File: config.mk
export PLATFORM = sky130hd
export DESIGN_NAME = fbp_port
export DESIGN_NICKNAME = d
export VERILOG_FILES = /design/src/fbp_pkg.sv /design/src/fbp_port.sv
export SDC_FILE = /design/constraint.sdc
export NUM_CORES = 1
export LEC_CHECK = 0
export BUFFER_PORTS_ARGS = -buffer_cell sky130_fd_sc_hd__buf_2
export CORE_UTILIZATION = 39
export CTS_BUF_LIST = sky130_fd_sc_hd__clkbuf_4 sky130_fd_sc_hd__clkbuf_8
export DETAILED_ROUTE_END_ITERATION = 10
export GPL_ROUTABILITY_DRIVEN = 0
export GPL_TIMING_DRIVEN = 0
export MAX_ROUTING_LAYER = met4
export PLACE_DENSITY = 0.69
export SYNTH_ARGS = -nofsm -noshare
export SYNTH_HDL_FRONTEND = slang
export SYNTH_SLANG_ARGS = --single-unit
File: constraint.sdc
create_clock -name sys_clk_in -period 2.8 [get_ports sys_clk_in]
set_clock_uncertainty 0.1 [all_clocks]
set_input_delay 0.14 -clock sys_clk_in [delete_from_list [all_inputs] [get_ports sys_clk_in]]
set_output_delay 0.14 -clock sys_clk_in [all_outputs]
set_load 0.02 [all_outputs]
File: src/fbp_pkg.sv
package fbp_pkg;
	// Port geometry
	localparam int          PIN_COUNT        = 4;
	localparam int          FIRST_TIMER_CH   = 2;
	// Register indices (printed offset 0x9 is not a multiple of four)
	localparam logic [7:0]  IDX_LATCH        = 8'h09;
	localparam logic [7:0]  IDX_DIRECTION    = 8'h0A;
	localparam logic [7:0]  IDX_TIMER_SELECT = 8'h0B;
	// Byte addresses are four times the index
	localparam logic [11:0] ADDR_LATCH       = {2'b00, IDX_LATCH, 2'b00};
	localparam logic [11:0] ADDR_DIRECTION   = {2'b00, IDX_DIRECTION, 2'b00};
	localparam logic [11:0] ADDR_TIMER_SEL   = {2'b00, IDX_TIMER_SELECT, 2'b00};
	localparam int          ADDR_W           = 12;
	// Field layout of the timer select register: two bits per pin
	localparam int          ELS_W            = 2;
	localparam int          ELS_LOW_POS      = 0;
	localparam int          ELS_HIGH_POS     = 1;
	// Reset values
	localparam logic [3:0]  DIRECTION_RST    = 4'h0;
	localparam logic [7:0]  TIMER_SEL_RST    = 8'h00;
	// AXI responses
	localparam logic [1:0]  RESP_OKAY        = 2'b00;
	localparam logic [1:0]  RESP_SLVERR      = 2'b10;
endpackage : fbp_pkg

File: src/fbp_port.sv
// Design decision made here: the AXI4-Lite register port.
`timescale 1ns/1ps
// Overview of operation
// - The port has four pins, each with its own data latch and direction bit.
// - Reset leaves the four data latches holding their previous value.
// - Reset clears all direction bits so every pin starts as an input.
// - Direction 1 drives the latch onto the pin, direction 0 leaves it an input.
// - A data read returns the latch for output bits and the pin for input bits.
// - Data writes with the low byte strobe set update the latches without disturbing input pins.
// - Pins 0..3 are timer channels 2..5, and in timer use direction does not drive.
// - In timer use the direction bit still selects latch or pin on a read.
// - Each channel's edge/level select field decides timer or port use of its pin.
// - All four direction bits are readable and writable by software.
module fbp_port #(
	parameter int PINS = fbp_pkg::PIN_COUNT
) (
	input  wire logic                    sys_clk_in,
	input  wire logic                    rst_n_in,
	// AXI4-Lite slave
	input  wire logic [fbp_pkg::ADDR_W-1:0] s_axi_awaddr_in,
	input  wire logic                    s_axi_awvalid_in,
	output logic                         s_axi_awready_out,
	input  wire logic [31:0]             s_axi_wdata_in,
	input  wire logic [3:0]              s_axi_wstrb_in,
	input  wire logic                    s_axi_wvalid_in,
	output logic                         s_axi_wready_out,
	output logic [1:0]                   s_axi_bresp_out,
	output logic                         s_axi_bvalid_out,
	input  wire logic                    s_axi_bready_in,
	input  wire logic [fbp_pkg::ADDR_W-1:0] s_axi_araddr_in,
	input  wire logic                    s_axi_arvalid_in,
	output logic                         s_axi_arready_out,
	output logic [31:0]                  s_axi_rdata_out,
	output logic [1:0]                   s_axi_rresp_out,
	output logic                         s_axi_rvalid_out,
	input  wire logic                    s_axi_rready_in,
	// Pins
	input  wire logic [PINS-1:0]         pin_in,
	output logic [PINS-1:0]              pin_out,
	output logic [PINS-1:0]              pin_oe_out,
	// Timer channel side, channels 2..5 on pins 0..3
	input  wire logic [PINS-1:0]         timer_channel_pin_drive_in,
	input  wire logic [PINS-1:0]         timer_channel_pin_oe_in,
	output logic [PINS-1:0]              timer_channel_pin_level_out,
	output logic [PINS-1:0]              timer_channel_pin_active_out
);

	logic [PINS-1:0]         port_pin_data_latches_reg;
	logic [PINS-1:0]         port_pin_direction_reg;
	logic [2*PINS-1:0]       timer_select_reg;
	logic [PINS-1:0]         timer_use;
	logic [PINS-1:0]         data_read_value;
	logic [fbp_pkg::ADDR_W-1:0] awaddr_reg;
	logic [31:0]             wdata_reg;
	logic [3:0]              wstrb_reg;
	logic                    aw_held_reg;
	logic                    w_held_reg;
	logic                    wr_fire;
	logic                    wr_hit;

	////////////////////////////////////////////////////////////////////////
	// Timer use decode and read mux

	// A pin belongs to the timer when either edge/level select bit is set
	always_comb begin
		for (int i = 0; i < PINS; i++) begin
			timer_use[i] = |timer_select_reg[i*fbp_pkg::ELS_W +: fbp_pkg::ELS_W];
		end
	end

	// Direction picks latch or pin even in timer use
	assign data_read_value = (port_pin_direction_reg & port_pin_data_latches_reg)
		| (~port_pin_direction_reg & pin_in);

	////////////////////////////////////////////////////////////////////////
	// Write channel capture

	assign wr_fire = aw_held_reg && w_held_reg && !s_axi_bvalid_out;
	assign wr_hit  = (awaddr_reg == fbp_pkg::ADDR_LATCH)
		|| (awaddr_reg == fbp_pkg::ADDR_DIRECTION)
		|| (awaddr_reg == fbp_pkg::ADDR_TIMER_SEL);

	// Address and data are taken in either order and held until the response
	always_ff @(posedge sys_clk_in or negedge rst_n_in) begin
		if (!rst_n_in) begin
			aw_held_reg       <= 1'b0;
			w_held_reg        <= 1'b0;
			awaddr_reg        <= '0;
			wdata_reg         <= 32'h0000_0000;
			wstrb_reg         <= 4'h0;
			s_axi_awready_out <= 1'b0;
			s_axi_wready_out  <= 1'b0;
		end else begin
			s_axi_awready_out <= !aw_held_reg && !s_axi_awready_out;
			s_axi_wready_out  <= !w_held_reg && !s_axi_wready_out;
			if (s_axi_awvalid_in && s_axi_awready_out) begin
				aw_held_reg <= 1'b1;
				awaddr_reg  <= s_axi_awaddr_in;
			end
			if (s_axi_wvalid_in && s_axi_wready_out) begin
				w_held_reg <= 1'b1;
				wdata_reg  <= s_axi_wdata_in;
				wstrb_reg  <= s_axi_wstrb_in;
			end
			if (s_axi_bvalid_out && s_axi_bready_in) begin
				aw_held_reg <= 1'b0;
				w_held_reg  <= 1'b0;
			end
		end
	end

	// Write response follows both halves
	always_ff @(posedge sys_clk_in or negedge rst_n_in) begin
		if (!rst_n_in) begin
			s_axi_bvalid_out <= 1'b0;
			s_axi_bresp_out  <= fbp_pkg::RESP_OKAY;
		end else if (wr_fire) begin
			s_axi_bvalid_out <= 1'b1;
			s_axi_bresp_out  <= wr_hit ? fbp_pkg::RESP_OKAY : fbp_pkg::RESP_SLVERR;
		end else if (s_axi_bready_in) begin
			s_axi_bvalid_out <= 1'b0;
		end
	end

	////////////////////////////////////////////////////////////////////////
	// Registers

	// Data latches have no reset and take every write with the low byte strobe set
	always_ff @(posedge sys_clk_in) begin
		if (wr_fire && awaddr_reg == fbp_pkg::ADDR_LATCH && wstrb_reg[0]) begin
			port_pin_data_latches_reg <= wdata_reg[PINS-1:0];
		end
	end

	// Direction bits clear on reset
	always_ff @(posedge sys_clk_in or negedge rst_n_in) begin
		if (!rst_n_in) begin
			port_pin_direction_reg <= fbp_pkg::DIRECTION_RST;
		end else if (wr_fire && awaddr_reg == fbp_pkg::ADDR_DIRECTION
			&& wstrb_reg[0]) begin
			port_pin_direction_reg <= wdata_reg[PINS-1:0];
		end
	end

	// Edge/level select fields, two bits per channel
	always_ff @(posedge sys_clk_in or negedge rst_n_in) begin
		if (!rst_n_in) begin
			timer_select_reg <= fbp_pkg::TIMER_SEL_RST;
		end else if (wr_fire && awaddr_reg == fbp_pkg::ADDR_TIMER_SEL
			&& wstrb_reg[0]) begin
			timer_select_reg <= wdata_reg[2*PINS-1:0];
		end
	end

	////////////////////////////////////////////////////////////////////////
	// Read channel, answer one cycle after the address is taken

	always_ff @(posedge sys_clk_in or negedge rst_n_in) begin
		if (!rst_n_in) begin
			s_axi_arready_out <= 1'b0;
			s_axi_rvalid_out  <= 1'b0;
			s_axi_rdata_out   <= 32'h0000_0000;
			s_axi_rresp_out   <= fbp_pkg::RESP_OKAY;
		end else begin
			s_axi_arready_out <= !s_axi_rvalid_out && !s_axi_arready_out
				&& !s_axi_arvalid_in ? 1'b1 : (!s_axi_rvalid_out && !s_axi_arready_out);
			if (s_axi_arvalid_in && s_axi_arready_out) begin
				s_axi_arready_out <= 1'b0;
				s_axi_rvalid_out  <= 1'b1;
				s_axi_rresp_out   <= fbp_pkg::RESP_OKAY;
				s_axi_rdata_out   <= 32'h0000_0000;
				case (s_axi_araddr_in)
					fbp_pkg::ADDR_LATCH: begin
						s_axi_rdata_out[PINS-1:0] <= data_read_value;
					end
					fbp_pkg::ADDR_DIRECTION: begin
						s_axi_rdata_out[PINS-1:0] <= port_pin_direction_reg;
					end
					fbp_pkg::ADDR_TIMER_SEL: begin
						s_axi_rdata_out[2*PINS-1:0] <= timer_select_reg;
					end
					default: begin
						s_axi_rresp_out <= fbp_pkg::RESP_SLVERR;
					end
				endcase
			end else if (s_axi_rvalid_out && s_axi_rready_in) begin
				s_axi_rvalid_out <= 1'b0;
			end
		end
	end

	////////////////////////////////////////////////////////////////////////
	// Pin drivers, registered

	always_ff @(posedge sys_clk_in or negedge rst_n_in) begin
		if (!rst_n_in) begin
			pin_out                      <= '0;
			pin_oe_out                   <= '0;
			timer_channel_pin_level_out  <= '0;
			timer_channel_pin_active_out <= '0;
		end else begin
			for (int i = 0; i < PINS; i++) begin
				if (timer_use[i]) begin
					pin_out[i]    <= timer_channel_pin_drive_in[i];
					pin_oe_out[i] <= timer_channel_pin_oe_in[i];
				end else begin
					pin_out[i]    <= port_pin_data_latches_reg[i];
					pin_oe_out[i] <= port_pin_direction_reg[i];
				end
			end
			timer_channel_pin_level_out  <= pin_in;
			timer_channel_pin_active_out <= timer_use;
		end
	end

	////////////////////////////////////////////////////////////////////////
	// Checks

	property p_gpio_drive;
		@(posedge sys_clk_in) disable iff (!rst_n_in)
		!timer_use[0] |=> pin_oe_out[0] == $past(port_pin_direction_reg[0]);
	endproperty
	a_gpio_drive: assert property (p_gpio_drive) else $error("gpio oe mismatch");

	property p_timer_drive;
		@(posedge sys_clk_in) disable iff (!rst_n_in)
		timer_use[1] |=> pin_oe_out[1] == $past(timer_channel_pin_oe_in[1]);
	endproperty
	a_timer_drive: assert property (p_timer_drive) else $error("timer oe ignored");

	property p_latch_write;
		@(posedge sys_clk_in) disable iff (!rst_n_in)
		wr_fire && awaddr_reg == fbp_pkg::ADDR_LATCH && wstrb_reg[0]
		|=> port_pin_data_latches_reg == $past(wdata_reg[PINS-1:0]);
	endproperty
	a_latch_write: assert property (p_latch_write) else $error("latch not written");

	property p_dir_write;
		@(posedge sys_clk_in) disable iff (!rst_n_in)
		wr_fire && awaddr_reg == fbp_pkg::ADDR_DIRECTION && wstrb_reg[0]
		|=> port_pin_direction_reg == $past(wdata_reg[PINS-1:0]);
	endproperty
	a_dir_write: assert property (p_dir_write) else $error("direction not written");

	property p_read_mux;
		@(posedge sys_clk_in) disable iff (!rst_n_in)
		s_axi_arvalid_in && s_axi_arready_out && s_axi_araddr_in == fbp_pkg::ADDR_LATCH
		|=> s_axi_rvalid_out && s_axi_rdata_out[PINS-1:0] == $past(data_read_value);
	endproperty
	a_read_mux: assert property (p_read_mux) else $error("data read wrong");

	property p_upper_zero;
		@(posedge sys_clk_in) disable iff (!rst_n_in)
		s_axi_rvalid_out |-> s_axi_rdata_out[31:2*PINS] == '0;
	endproperty
	a_upper_zero: assert property (p_upper_zero) else $error("upper bits set");

	property p_sel_use;
		@(posedge sys_clk_in) disable iff (!rst_n_in)
		##1 timer_channel_pin_active_out == $past(timer_use);
	endproperty
	a_sel_use: assert property (p_sel_use) else $error("timer use mismatch");

	property p_read_in_timer;
		@(posedge sys_clk_in) disable iff (!rst_n_in)
		timer_use[2] && !port_pin_direction_reg[2] |-> data_read_value[2] == pin_in[2];
	endproperty
	a_read_in_timer: assert property (p_read_in_timer) else $error("timer read");

	property p_reset_dir;
		@(posedge sys_clk_in) $rose(rst_n_in) |-> port_pin_direction_reg == '0;
	endproperty
	a_reset_dir: assert property (p_reset_dir) else $error("direction not cleared");

	// Direction read returns the bits and an OKAY response
	property p_dir_read;
		@(posedge sys_clk_in) disable iff (!rst_n_in)
		s_axi_arvalid_in && s_axi_arready_out
			&& s_axi_araddr_in == fbp_pkg::ADDR_DIRECTION
		|=> s_axi_rdata_out[PINS-1:0] == $past(port_pin_direction_reg)
			&& s_axi_rresp_out == fbp_pkg::RESP_OKAY;
	endproperty
	a_dir_read: assert property (p_dir_read) else $error("dir read");

	property p_sel_write;
		@(posedge sys_clk_in) disable iff (!rst_n_in)
		wr_fire && awaddr_reg == fbp_pkg::ADDR_TIMER_SEL && wstrb_reg[0]
		|=> timer_select_reg == $past(wdata_reg[2*PINS-1:0]);
	endproperty
	a_sel_write: assert property (p_sel_write) else $error("select write");

	// Unmapped reads give an error response and all-zero data
	property p_unmapped;
		@(posedge sys_clk_in) disable iff (!rst_n_in)
		s_axi_arvalid_in && s_axi_arready_out
			&& s_axi_araddr_in != fbp_pkg::ADDR_LATCH
			&& s_axi_araddr_in != fbp_pkg::ADDR_DIRECTION
			&& s_axi_araddr_in != fbp_pkg::ADDR_TIMER_SEL
		|=> s_axi_rresp_out == fbp_pkg::RESP_SLVERR && s_axi_rdata_out == '0;
	endproperty
	a_unmapped: assert property (p_unmapped) else $error("unmapped read");

	// Capture side sees the pin one cycle late, skipped on the release edge
	property p_timer_level;
		@(posedge sys_clk_in) disable iff (!rst_n_in)
		$past(rst_n_in) |-> timer_channel_pin_level_out == $past(pin_in);
	endproperty
	a_timer_level: assert property (p_timer_level) else $error("pin level");

endmodule : fbp_port

==> flow_summary.json <==
{
  "status": "finished, final reports clean",
  "yosys.area.top_type_share_pct": 56.7,
  "largest_register_ffs": 12,
  "power_frac_clock_pct": 33.7,
  "initial_core_util_pct": 40.2,
  "placed_cells": 415,
  "fin_setup_tns_ns": 0,
  "clock-sinks": 70,
  "hp-class": "in2reg",
  "cts.path.max_buffers": 2,
  "die_h_um": 88.5,
  "cpMaxStageDelayCell": "or4_1",
  "comb_power_share_pct": 19.9,
  "die_w_um": 88.5,
  "slew_headroom_pct": 44.5,
  "grt_pass1_wl_mm": 9.27,
  "period_share_pct": 91.9,
  "final_hold_viol_count": 0,
  "grt_pass1_vias": 1945,
  "synth_top_family_by_area": "multiplexers",
  "synthMuxAreaShare_pct": 18.9,
  "first_pass_iters": 4,
  "drv_cap": 0,
  "synthCells": 210,
  "critPathMaxFanout": 4,
  "synth_xor_area_share_pct": 0,
  "cts_tree": "yes",
  "diodes": 0,
  "dp_hpwl_mm": 4.00,
  "wl_per_cell_um": 12.4,
  "synth-compound-area-share_pct": 4.72,
  "drt-initial-drc-count": 50,
  "fin_crit_ns": 2.57,
  "yosysTopAreaCell": "dfrtp_1",
  "final_max_slew_viol_count": 0,
  "rsz0062_at_grt": "no",
  "drive_gt1_share_pct": 46.8,
  "h-tree-depth": 3,
  "cts_root_buf": "clkbuf_8",
  "p_switching_mw": 0.799,
  "clk-insertion-delay-late_ns": 0.34,
  "fmax_ghz": 0.389,
  "syn_avg_cell_area_um2": 13.9,
  "final_cell_area_mm2": 0.00418,
  "synth_cell_type_count": 31,
  "placed_cell_area_mm2": 0.00354,
  "fin_nets": 444,
  "grt_max_degree": 67,
  "track_usage_pct": 16.5,
  "synth_simple_gate_area_share_pct": 7.60,
  "synth_fa_ha_area_share_pct": 0,
  "seq_area_frac_synth_pct": 60.8,
  "setup_viol": 0,
  "synth.area.top_cells": "dfrtp_1 (57%), mux2_2 (18%), buf_4 (6.7%), edfxtp_1 (4.1%), a32o_1 (1.4%)",
  "crit_type": "reg2reg",
  "viasPerCell": 4.50,
  "area_growth_pct": 43.5,
  "tightestPinTransition_ns": 0.833,
  "core_area_mm2": 0.00725,
  "multi_input_area_mm2": 0.00101,
  "internal_power_mw": 2.20,
  "start_kind": "flop",
  "ios": 136,
  "clkTransAtPathRegs_ns": 0.08,
  "cts_buffers": 9,
  "netlist_area_mm2": 0.00292,
  "p_leak_nw": 2.10,
  "max_stage_delay_ns": 0.63,
  "swShare_pct": 26.6,
  "cpMostUsedCell": "or4_1",
  "nFillCells": 617,
  "critPathRequiredTime_ns": 2.67,
  "seq_power_share_pct": 46.4,
  "seqCellArea_mm2": 0.00177,
  "vdd_drop_max_uv": 482,
  "rows": 31,
  "crit_chain": "or4_1 -> or4_1 -> nor4_2",
  "layoutNonFillerInstCount": 469,
  "dieArea_mm2": 0.00783,
  "yosys_warnings": 0,
  "drc": 0,
  "ant_nets": 0,
  "antenna_found_initial": 0,
  "powerDensity_mw_per_mm2": 716,
  "ys_ff_latch": 70,
  "vias": 2109,
  "cp-end-kind": "flop",
  "gr-total-overflow": 0,
  "wl_mm": 5.81,
  "io_buffers": 81,
  "critical_path_arrival_ns": 2.45,
  "fin_util_pct": 57.7
}
[layer usage]
layer / part of all wire [%] / vias to the layer above / track usage (%)
met4: 0.88 / 0 / 6.16
met5: 0 / - / -
li1: - / 1009 / -
met2: 50 / 75 / 26.4
met1: 44 / 1019 / 19.6
met3: 5.0 / 6 / 5.04
[path summary, 6_finish.rpt]
path | start | endpoint | slack, ns | cells after the start
setup / recovery | awaddr_reg[7] | port_pin_data_latches_reg[2] | 0.23 | 3
hold / removal | s_axi_araddr_in[3] | s_axi_rresp_out[1] | 0.09 | 3
setup reg to reg | awaddr_reg[7] | port_pin_data_latches_reg[2] | 0.23 | 3
hold reg to reg | s_axi_rvalid_out | s_axi_arready_out | 0.34 | 1
max in group asynchronous | rst_n_in | timer_select_reg[3] | 1.72 | 2
min in group asynchronous | rst_n_in | pin_oe_out[3] | 0.35 | 2
[worst max-delay path, delay by kind of cell, from the launching register on]
family           cells  cell delay [ns]
and+or+nand+nor      3             1.74
DFF                  1             0.38
[cells in the mapped netlist]
cell type / number
a22oi_1: 4
nand2b_1: 1
nor4_1: 2
inv_1: 7
nand3b_1: 1
or4b_2: 1
nor4_4: 1
nand2_1: 7
o21ai_0: 6
nand4b_1: 1
and2_1: 2
mux2_2: 46
clkbuf_1: 2
a21oi_1: 4
nand4_1: 1
dfrtp_1: 66
conb_1: 1
or4bb_1: 1
nor4b_1: 1
or4b_1: 1
a32o_1: 4
edfxtp_1: 4
nor4_2: 1
and4_1: 1
or4_1: 2
nor2_1: 10
buf_4: 26
mux2_1: 3
nor2b_1: 1
o22a_1: 1
o31a_1: 1
[power by group through the flow]
stage / Sequential, mW / Clock, mW / Combinational [mW]
after floorplan: 1.41 / 0 / 0.358
after global placement: 1.40 / 0 / 0.529
after detailed placement: 1.41 / 0 / 0.547
after CTS: 1.39 / 1.04 / 0.603
after global routing: 1.42 / 1.09 / 0.665
final: 1.39 / 1.01 / 0.597
[per-stage QoR]
stage | setup WS, ns | hold slack (ns) | total power, mW
5_1_grt | 0.0672 | 0.0913 | 3.18
6_report | 0.227 | 0.0888 | 3.00
3_3_place_gp | -0.198 | 0.166 | 1.93
2_1_floorplan | 0.340 | -0.256 | 1.77
4_1_cts | 0.153 | 0.0743 | 3.03
3_5_place_dp | -0.157 | 0.167 | 1.96
[what timing repair did]
item	in CTS	in global routing
resized for setup	1	0
endpoints found under the hold margin	103	0
setup endpoints to repair	4	0
setup buffers	0	0
hold buffers	38	0
[area by class of cell]
class | instances | share of cell area (%)
clock buffers | 11 | 3.62
inverters | 7 | 0.628
multi-input cells | 130 | 24.3
well taps | 99 | 2.96
plain buffers | 28 | 4.84
clock inverters | 5 | 2.51
repair buffers | 119 | 18.8
flip-flops and latches | 70 | 42.3
[cells in the final DEF (no fill, tap or decap)]
cell           instances
dfrtp_1               66
a32o_1                 4
o31a_1                 1
dlygate4sd3_1         38
or4b_2                 1
nor4b_1                1
a21oi_1                4
and2_1                 2
nor2b_1                1
clkbuf_1               2
and4_1                 1
nor2_1                10
buf_4                 27
conb_1                26
nor4_1                 1
nand4_1                1
nand2_1                7
or4_1                  2
a22oi_1                4
nand3b_1               1
or4bb_1                1
clkinvlp_4             2
mux2_1                 3
bufinv_16              3
mux2_2                46
nand2b_1               1
o22a_1                 1
clkbuf_8              11
nand4b_1               1
o21ai_0                6
inv_1                  7
nor4_2                 2
or4b_1                 1
edfxtp_1               4
nor4_4                 1
buf_2                 80
[logic make-up after synthesis]
logic type             after synthesis
flip-flops                          70
multiplexers                        49
AND/OR/NAND/NOR                     35
buffers and inverters               35
AO/OA/AOI/OAI                       20
other                                1
Power figures use the tool's default switching activity.
